## config.mk

```make
export PLATFORM = sky130hd
export DESIGN_NAME = pit_timer
export DESIGN_NICKNAME = d
export VERILOG_FILES = /design/src/logic/pit_pkg.sv /design/src/logic/pit_stage.sv /design/src/logic/pit_timer.sv
export VERILOG_INCLUDE_DIRS = /design/src /design/src/logic
export SDC_FILE = /design/constraint.sdc
export NUM_CORES = 1
export LEC_CHECK = 0
export BUFFER_PORTS_ARGS = -buffer_cell sky130_fd_sc_hd__buf_2
export CORE_MARGIN = 2
export CORE_UTILIZATION = 40
export CTS_CLUSTER_SIZE = 10
export DETAILED_ROUTE_END_ITERATION = 12
export GPL_ROUTABILITY_DRIVEN = 0
export PLACE_DENSITY = 0.65
export SLEW_MARGIN = 20
export SYNTH_ARGS = -nofsm -noshare
export SYNTH_HDL_FRONTEND = slang
export SYNTH_SLANG_ARGS = --single-unit
```

## constraint.sdc

```tcl
create_clock -name clock -period 2.1 [get_ports clock]
set_clock_uncertainty 0.15 [all_clocks]
set_input_delay 0.21 -clock clock [delete_from_list [all_inputs] [get_ports clock]]
set_output_delay 0.21 -clock clock [all_outputs]
set_load 0.005 [all_outputs]
```

## src/logic/pit_params.svh

```systemverilog
// constants of the prescaled interval timer: reset values, widths, clock figures
// assumes inclusion by bare name from the package and the design modules
`ifndef PIT_PARAMS_SVH
`define PIT_PARAMS_SVH

// ============================================================
// widths
`define PIT_CNT_W        8
`define PIT_STATE_W      2

// ============================================================
// reset values of reload registers and counters, and the zero and step constants
`define PIT_PRE_RESET    8'hFF
`define PIT_CNT_RESET    8'hFF
`define PIT_CNT_ZERO     8'h00
`define PIT_CNT_ONE      8'h01

// ============================================================
// count source
`define PIT_CLOCK_HZ     25000000
`define PIT_SRC_DIV      2
`define PIT_PHASE_RESET  1'b0
`define PIT_PHASE_TICK   1'b1

`endif

```

## src/logic/pit_pkg.sv

```systemverilog
// types shared by the prescaled interval timer modules
// assumes pit_params.svh sits on the include path
`default_nettype none
`include "pit_params.svh"

package pit_pkg;

	typedef logic [`PIT_CNT_W-1:0] pit_count_t;

	// run control of the count
	typedef enum logic [`PIT_STATE_W-1:0] {
		PIT_IDLE = 2'b00,
		PIT_ARM  = 2'b01,
		PIT_RUN  = 2'b10,
		PIT_HALT = 2'b11
	} pit_run_e;

endpackage : pit_pkg

`default_nettype wire

```

## src/logic/pit_stage.sv

```systemverilog
// one down-counting stage with its reload register
// assumes pit_pkg compiled first; all inputs from the same clock
`timescale 1ns/1ps
`default_nettype none
`include "pit_params.svh"

module pit_stage
	import pit_pkg::*;
(
	// clock and reset
	input  wire logic       clock,
	input  wire logic       rst,
	input  wire logic       clk_en,
	// control
	input  wire logic       tick,
	input  wire logic       reload_now,
	input  wire logic       write_through,
	// software write
	input  wire logic       wr,
	input  wire pit_count_t wr_data,
	// state
	output pit_count_t      value,
	output pit_count_t      reload_value,
	output logic            at_zero
);

	// ============================================================
	// next values
	pit_count_t next_value;
	pit_count_t next_reload_value;

	always_comb begin
		next_reload_value = reload_value;
		if (wr) begin
			next_reload_value = wr_data;
		end
		next_value = value;
		if (wr && write_through) begin
			next_value = wr_data;
		end else if (reload_now) begin
			// a write in the same cycle is taken at once
			next_value = next_reload_value;
		end else if (tick) begin
			next_value = value - `PIT_CNT_ONE;
		end
	end

	// ============================================================
	// registers
	always_ff @(posedge clock or posedge rst) begin
		if (rst) begin
			value        <= `PIT_CNT_RESET;
			reload_value <= `PIT_CNT_RESET;
		end else if (clk_en) begin
			value        <= next_value;
			reload_value <= next_reload_value;
		end
	end

	assign at_zero = (value == `PIT_CNT_ZERO);

endmodule // pit_stage

`default_nettype wire

```

## src/logic/pit_timer.sv

```systemverilog
// prescaled interval timer in timer mode: count source, two stages, run control
// assumes software control arrives as plain same-clock inputs, no register bus
`timescale 1ns/1ps
`default_nettype none
`include "pit_params.svh"

module pit_timer
	import pit_pkg::*;
(
	// clock and reset
	input  wire logic       clock,
	input  wire logic       rst,
	input  wire logic       clk_en,
	// run control
	input  wire logic       count_start,
	input  wire logic       force_stop,
	input  wire logic       write_control,
	// prescaler reload write
	input  wire logic       prescaler_write,
	input  wire pit_count_t prescaler_write_data,
	// counter reload write
	input  wire logic       counter_write,
	input  wire pit_count_t counter_write_data,
	// status
	output logic            count_status,
	output logic            half_oscillator_clock,
	output logic            timer_irq,
	// stage contents
	output pit_count_t      prescaler_reload_value,
	output pit_count_t      counter_reload_value,
	output pit_count_t      prescaler_value,
	output pit_count_t      counter_value
);

	// ============================================================
	// count source
	// the system clock stands for the oscillator; the source is an
	// enable every second edge, so no derived clock net exists
	// clock enable low freezes the phase too, so a frozen timer
	// resumes on the same half of the source period
	logic next_half_oscillator_clock;
	logic src_tick;

	always_comb begin
		next_half_oscillator_clock = ~half_oscillator_clock;
	end

	always_ff @(posedge clock or posedge rst) begin
		if (rst) begin
			half_oscillator_clock <= `PIT_PHASE_RESET;
		end else if (clk_en) begin
			half_oscillator_clock <= next_half_oscillator_clock;
		end
	end

	// one tick per two enabled clocks gives the halved count source
	assign src_tick = (half_oscillator_clock == `PIT_PHASE_TICK);

	// ============================================================
	// run control
	// start and stop act on count source edges, so the status flag
	// lags the start level by two or three clocks
	pit_run_e run_state;
	pit_run_e next_run_state;
	logic     next_count_status;
	logic     stop_hold;
	logic     next_stop_hold;
	logic     start_ok;

	// a forced stop holds off the count until start has been dropped,
	// so a start level left high cannot restart the timer by itself
	assign start_ok = count_start && !stop_hold;

	always_comb begin
		next_run_state    = run_state;
		next_count_status = count_status;
		next_stop_hold    = stop_hold;
		// the hold clears on any enabled clock that sees start low and no forced stop
		if (!count_start) begin
			next_stop_hold = 1'b0;
		end
		// a forced stop wins over every run transition
		if (force_stop) begin
			next_run_state    = PIT_IDLE;
			next_count_status = 1'b0;
			next_stop_hold    = 1'b1;
		end else begin
			case (run_state)
				PIT_IDLE: begin
					if (start_ok) begin
						next_run_state = PIT_ARM;
					end
				end
				PIT_ARM: begin
					// status rises on a source tick, two clocks ahead of the first count
					if (!start_ok) begin
						next_run_state = PIT_IDLE;
					end else if (src_tick) begin
						next_run_state    = PIT_RUN;
						next_count_status = 1'b1;
					end
				end
				PIT_RUN: begin
					// the count stops at once; the status waits for the next tick
					if (!start_ok) begin
						next_run_state = PIT_HALT;
					end
				end
				PIT_HALT: begin
					// start back before the next tick resumes the count where it
					// stopped; the stages are not reloaded
					if (start_ok) begin
						next_run_state = PIT_RUN;
					end else if (src_tick) begin
						next_run_state    = PIT_IDLE;
						next_count_status = 1'b0;
					end
				end
				default: begin
					// unused code falls back to a clean stop
					next_run_state    = PIT_IDLE;
					next_count_status = 1'b0;
				end
			endcase
		end
	end

	always_ff @(posedge clock or posedge rst) begin
		if (rst) begin
			run_state    <= PIT_IDLE;
			count_status <= 1'b0;
			stop_hold    <= 1'b0;
		end else if (clk_en) begin
			run_state    <= next_run_state;
			count_status <= next_count_status;
			stop_hold    <= next_stop_hold;
		end
	end

	// ============================================================
	// stage chaining
	logic counting;
	logic pre_zero;
	logic cnt_zero;
	logic pre_tick;
	logic cnt_tick;
	logic underflow;
	logic write_through;

	// counting only in the run state: the hold state keeps the values
	assign counting  = (run_state == PIT_RUN);
	assign pre_tick  = counting && src_tick;
	// main stage moves once per full prescaler cycle
	assign cnt_tick  = pre_tick && pre_zero;
	// (p+1) source ticks per prescaler cycle, (c+1) of those per period,
	// two clocks per source tick
	assign underflow = cnt_tick && cnt_zero;
	// while stopped nothing is counting, so writes always go through;
	// while counting, control high leaves the running value alone
	assign write_through = !write_control || !counting;

	// ============================================================
	// stage reloads
	// the prescaler starts over at each full cycle and the counter at each
	// period end; a forced stop puts both back to their reload values, so
	// the next start always begins a full period
	logic pre_reload;
	logic cnt_reload;

	assign pre_reload = cnt_tick || force_stop;
	assign cnt_reload = underflow || force_stop;

	pit_stage u_prescaler (
		.clock         (clock),
		.rst           (rst),
		.clk_en        (clk_en),
		.tick          (pre_tick),
		.reload_now    (pre_reload),
		.write_through (write_through),
		.wr            (prescaler_write),
		.wr_data       (prescaler_write_data),
		.value         (prescaler_value),
		.reload_value  (prescaler_reload_value),
		.at_zero       (pre_zero)
	);

	pit_stage u_counter (
		.clock         (clock),
		.rst           (rst),
		.clk_en        (clk_en),
		.tick          (cnt_tick),
		.reload_now    (cnt_reload),
		.write_through (write_through),
		.wr            (counter_write),
		.wr_data       (counter_write_data),
		.value         (counter_value),
		.reload_value  (counter_reload_value),
		.at_zero       (cnt_zero)
	);

	// ============================================================
	// interrupt request
	// registered so the pulse is glitch free; a one-clock pulse per
	// period, any latching belongs to the interrupt controller;
	// clock enable low stretches the pulse along with the rest of the state
	logic next_timer_irq;

	always_comb begin
		next_timer_irq = underflow;
	end

	always_ff @(posedge clock or posedge rst) begin
		if (rst) begin
			timer_irq <= 1'b0;
		end else if (clk_en) begin
			timer_irq <= next_timer_irq;
		end
	end

endmodule // pit_timer

`default_nettype wire

```

Word-level counts from Yosys, hierarchy flattened. Index checks and enable logic that the tools add are counted.

Add/subtract/negate cells: 2. Bitwise gates (word level): 1. Reductions and logical operators: 23. Multiplexer cells: 24. Eq/ne operators: 12.

Operators by type and width (count): 8-bit two-way mux (8); 3-bit inequality test (second input constant) (6); 8-bit zero test (2); 8-bit by 1-bit subtractor with 8-bit output (second input constant) (2); 2-bit two-way mux (7); 3-bit nonzero test (3); 4-bit inequality test (second input constant) (2); 2-bit case mux with 4 select lines (1); 1-bit two-way mux (7); 1-bit logical AND (6); 2-bit AND reduction (3); 6-bit AND reduction (1); 5-bit AND reduction (1); 2-bit equality test (second input constant) (2); 1-bit zero test (3); 1-bit logical OR (3); 2-bit by 1-bit equality test with 1-bit output (second input constant) (1); 2-bit zero test (1); 2-bit by 1-bit inequality test with 1-bit output (second input constant) (1); 1-bit case mux with 2 select lines (1); 1-bit inverter (1).

Logic and storage cells: 71. Flip-flop bits (word level): 38. Output and inout bits: 35.

Logic depth before layout (Yosys ltp).
Depth after elaboration: 7. Mapped depth: 7. Depth with buffers taken out: 7.

By module. From an unflattened synthesis, not the netlist that was laid out.

Cells, all modules: 236. Area total of the unflattened synthesis: 2448.6 µm².

By module, submodules not included: pit_stage (instances 2, cells an instance 99, area each 1048.5 µm²); pit_timer (instances 1, cells an instance 38, area each 351.6 µm²).

Worst setup path after synthesis. OpenSTA, ideal clock, no wires.

Path type: register to register. Start point: register u_prescaler.value[0]. End point: register u_counter.value[1]. Path buffers: 0. Library setup time: 0.079 ns. Stages on the path, launching flop included: 8. Slack: 0.098 ns. Data required time: 1.871 ns. Data arrival time: 1.773 ns. Path through: dfstp_2 inv_1 ha_1 nor3b_2 nand3_2 o21ai_4 mux2_2 o21ai_0.

Longest elaborated chain between the ends: 6.

RTL lines: from (decl) (line pit_stage.sv:22) `output pit_count_t value,`; from (signal assigned) (line pit_stage.sv:52) `` value <= `PIT_CNT_RESET; ``; from (signal assigned) (line pit_stage.sv:55) `value <= next_value;`; 8-bit zero test (no source line) *; 1-bit logical AND * (line pit_timer.sv:154) `assign cnt_tick = pre_tick && pre_zero;`; 1-bit logical AND (line pit_timer.sv:157) `assign underflow = cnt_tick && cnt_zero;`; 1-bit logical OR (line pit_timer.sv:171) `assign cnt_reload = underflow || force_stop;`; 3-bit nonzero test (no source line) or 8-bit two-way mux (tied branches); 2-bit AND reduction (no source line) or 8-bit two-way mux (tied branches); to (signal assigned) (line pit_stage.sv:52); to (signal assigned) (line pit_stage.sv:55); to (decl) (line pit_stage.sv:22).

Every way passes the cells marked *; elsewhere a longest branch is shown, timed or not. A chain may end at the register's enable or synchronous reset.

Worst setup path in the final report.
Start point: register u_counter.value[0]. End point: register u_counter.value[7].

Longest elaborated chain between the ends: 5.

RTL lines: branches (longest 5 deep; another with 8-bit by 1-bit subtractor with 8-bit output).

Several ways; the timed one is not identified. The select of a mux whose other input is x is not followed.

==> results.json <==
{
  "status": "finished with violations",
  "violations": "negative setup slack",
  "r2r_start": "u_counter.value[0]",
  "post-place-ws_ns": 0.0488,
  "hold_ws_ns": 0.0152,
  "startpoint": "u_counter.value[0]",
  "synth_nets": 254,
  "die_area_um2": 6540,
  "grt_pass1_wl_um": 9540,
  "reg2reg_depth": 8,
  "core_um2": 5610,
  "r2r-end": "u_counter.value[7]",
  "synth-edff-count": 0,
  "antenna_found_initial": 0,
  "grt_pass1_vias": 1974,
  "drc": 0,
  "grt_max_degree": 39,
  "synth_most_common_cell": "dfstp_2",
  "route.antenna.remaining_nets": 0,
  "route.detailed.wl_per_inst_um": 15.9,
  "path_clk_slew_ns": 0.08,
  "syn_area_um2": 2360,
  "synthTopCellsByCount": "dfstp_2 (32), mux2_2 (22), o21ai_0 (20)",
  "area_growth_syn_to_layout_pct": 24.9,
  "io_buffers": 58,
  "via_per_inst": 5.44,
  "cp_max_fo": 6,
  "die_y_um": 80.9,
  "setup_slack_ns": -0.0113,
  "power_density_nw_per_um2": 770,
  "final_area_um2": 2950,
  "setup_viol": 1,
  "synth_area_leaders": "dfstp_2 (36%), mux2_2 (10%), mux2i_1 (6.8%)",
  "cts_max_path_buffers": 2,
  "required_ns": 2.18,
  "io-pin-count": 59,
  "cts_tree": "yes",
  "hold_viol": 0,
  "rsz0062_at_grt": "yes",
  "die_width_um": 80.9,
  "vdd_drop_max_uv": 373,
  "start_util_pct": 42.1,
  "multi_input_area_um2": 1320,
  "period_share_pct": 101,
  "max_freq_mhz": 474,
  "drt_first_pass_iters": 4,
  "arrival_ns": 2.19,
  "clock_latency_ns": 0.30,
  "n_antenna_cell": 0,
  "slew_headroom_pct": 63.9,
  "ctsHtreeMaxLevel": 2,
  "synth_top_cell_area_share_pct": 35.6,
  "postPlaceCellArea_um2": 2790,
  "grt_usage_pct": 18.8,
  "startpoint_type": "flip-flop",
  "drtIter0Drc": 105,
  "drive_gt1_share_pct": 49.7,
  "slew_viol_final": 0,
  "synth.ff_latch_count": 38,
  "ys_seq_area_share_pct": 41.9,
  "hpwl_um": 4260,
  "p_total_mw": 2.28,
  "cp-endpoint": "u_counter.value[7]",
  "fin_crit_ns": 2.11,
  "rows": 27,
  "yosysWarnings": 0,
  "synth_top_cell_by_area": "dfstp_2",
  "clockRootBuffer": "clkbuf_8",
  "async_reset_ff_share_pct": 100,
  "r2r_setup_slack_ns": -0.01,
  "overflow": 0,
  "drt-total-wl_um": 5940,
  "fillers": 531,
  "ff_latch_area_um2": 991,
  "numCtsBuffers": 5,
  "cts.sinks": 38,
  "end_kind": "flip-flop",
  "fin_nets": 328,
  "post_synth.cell_area_avg_um2": 10.4,
  "tightest_slew_ns": 0.540,
  "path_class": "reg2reg",
  "max_cap_viol_count": 0,
  "via_count": 2036,
  "holdCritPathClass": "in2reg",
  "ys_types": 51,
  "postSynthCellCount": 227,
  "leakagePower_nw": 1.33,
  "synthFlopType": "dfstp_2"
}
-- cells by family after synthesis --
| group | after synthesis | synth area share (%) |
|---|---|---|
| compound gates | 62 | 17.3 |
| simple gates | 57 | 14.6 |
| mux | 38 | 17.3 |
| flops | 38 | 41.9 |
| buf+inv | 17 | 2.86 |
| xor+xnor | 12 | 4.45 |
| fa+ha+maj | 3 | 1.59 |
-- metrics by stage --
stage | util (%) | TNS (ns) | instances
3_3_place_gp | 49.7 | 0 | 360
4_1_cts | 51.7 | 0 | 370
2_1_floorplan | - | 0 | 227
5_1_grt | 52.7 | -0.473 | 374
3_5_place_dp | 49.7 | 0 | 360
6_report | 52.7 | -0.0113 | 374
-- per-layer routing --
metal,global-route usage (%),up-vias,routed length [um]
met4,6.27,0,74
met1,26.5,989,2860
met5,0,-,0
met3,4.44,8,305
met2,28.4,52,2700
li1,-,987,-
-- flip-flops by register name (all words and copies together) (netlist names) --
signal                    flops
u_counter.reload_value        8
u_counter.value               8
u_prescaler.reload_value      8
u_prescaler.value             8
run_state                     2
count_status                  1
half_oscillator_clock         1
stop_hold                     1
timer_irq                     1
-- layout by cell type (no fill, tap or decap), types with 2 or more instances in the layout --
cell           synthesis  layout
o22ai_1                4       4
nor2b_1                2       2
a21o_1                 3       3
nand3_1                2       2
nor2_1                10      10
a22oi_1                7       7
buf_6                  0       2
xor2_1                 9       9
o21ai_2                1       2
o31ai_1                3       3
buf_2                  3      58
and3_1                 5       5
dfrtp_1                6       6
nor4_2                 2       2
nand3_2                2       2
a21oi_1               10      10
nor3b_1                2       2
and2_1                 2       2
mux2_2                22      22
ha_1                   3       2
clkbuf_8               0       6
nand2_1               13      13
xnor2_1                3       3
nor3_1                 5       5
dfstp_2               32      32
o21ai_0               20      19
nand4_1                2       2
buf_4                  0      12
o21ai_1                2       2
inv_1                 10      10
dlygate4sd3_1          0       2
mux2i_1               16      16
-- power breakdown --
group          internal, mW  switching, mW
Combinational         0.361          0.335
Sequential            0.924          0.135
Clock                 0.265          0.255
Total                  1.55          0.725
-- worst min-delay path by stage --
stage                            startpoint                          end  slack, ns  cells after the start
detailed placement                      rst        half_oscillator_clock       0.21                      3
finish                          count_start                    stop_hold       0.02                      3
global route        prescaler_write_data[1]  u_prescaler.reload_value[1]       0.02                      2
floorplan             counter_write_data[0]           u_counter.value[0]       0.17                      2
CTS                 prescaler_write_data[1]  u_prescaler.reload_value[1]       0.02                      2
global placement                        rst                 run_state[1]       0.21                      3
-- layout make-up --
cell class / instances / area share, %
clock buffer: 7 / 2.92
sequential: 38 / 33.6
timing repair buffer: 74 / 14.3
inverter: 10 / 1.27
tap: 72 / 3.05
clock inverter: 1 / 0.169
multi-input combinational: 172 / 44.7
-- what timing repair did --
item	CTS	global route
hold endpoints to repair	7	0
hold buffers	2	0
setup buffers	0	4
resized for setup	0	7
setup endpoints to repair	0	12
-- worst max-delay path: stages (launching register included) --
cell and delay (ns):
dfstp_2 0.40, inv_1 0.08, ha_1 0.19, nor3b_1 0.37, nand2_2 0.14, o21ai_4 0.20, buf_6 0.12, mux2i_1 0.19
o221a_1 0.21
Note: power is estimated with default switching activity, not from simulation.
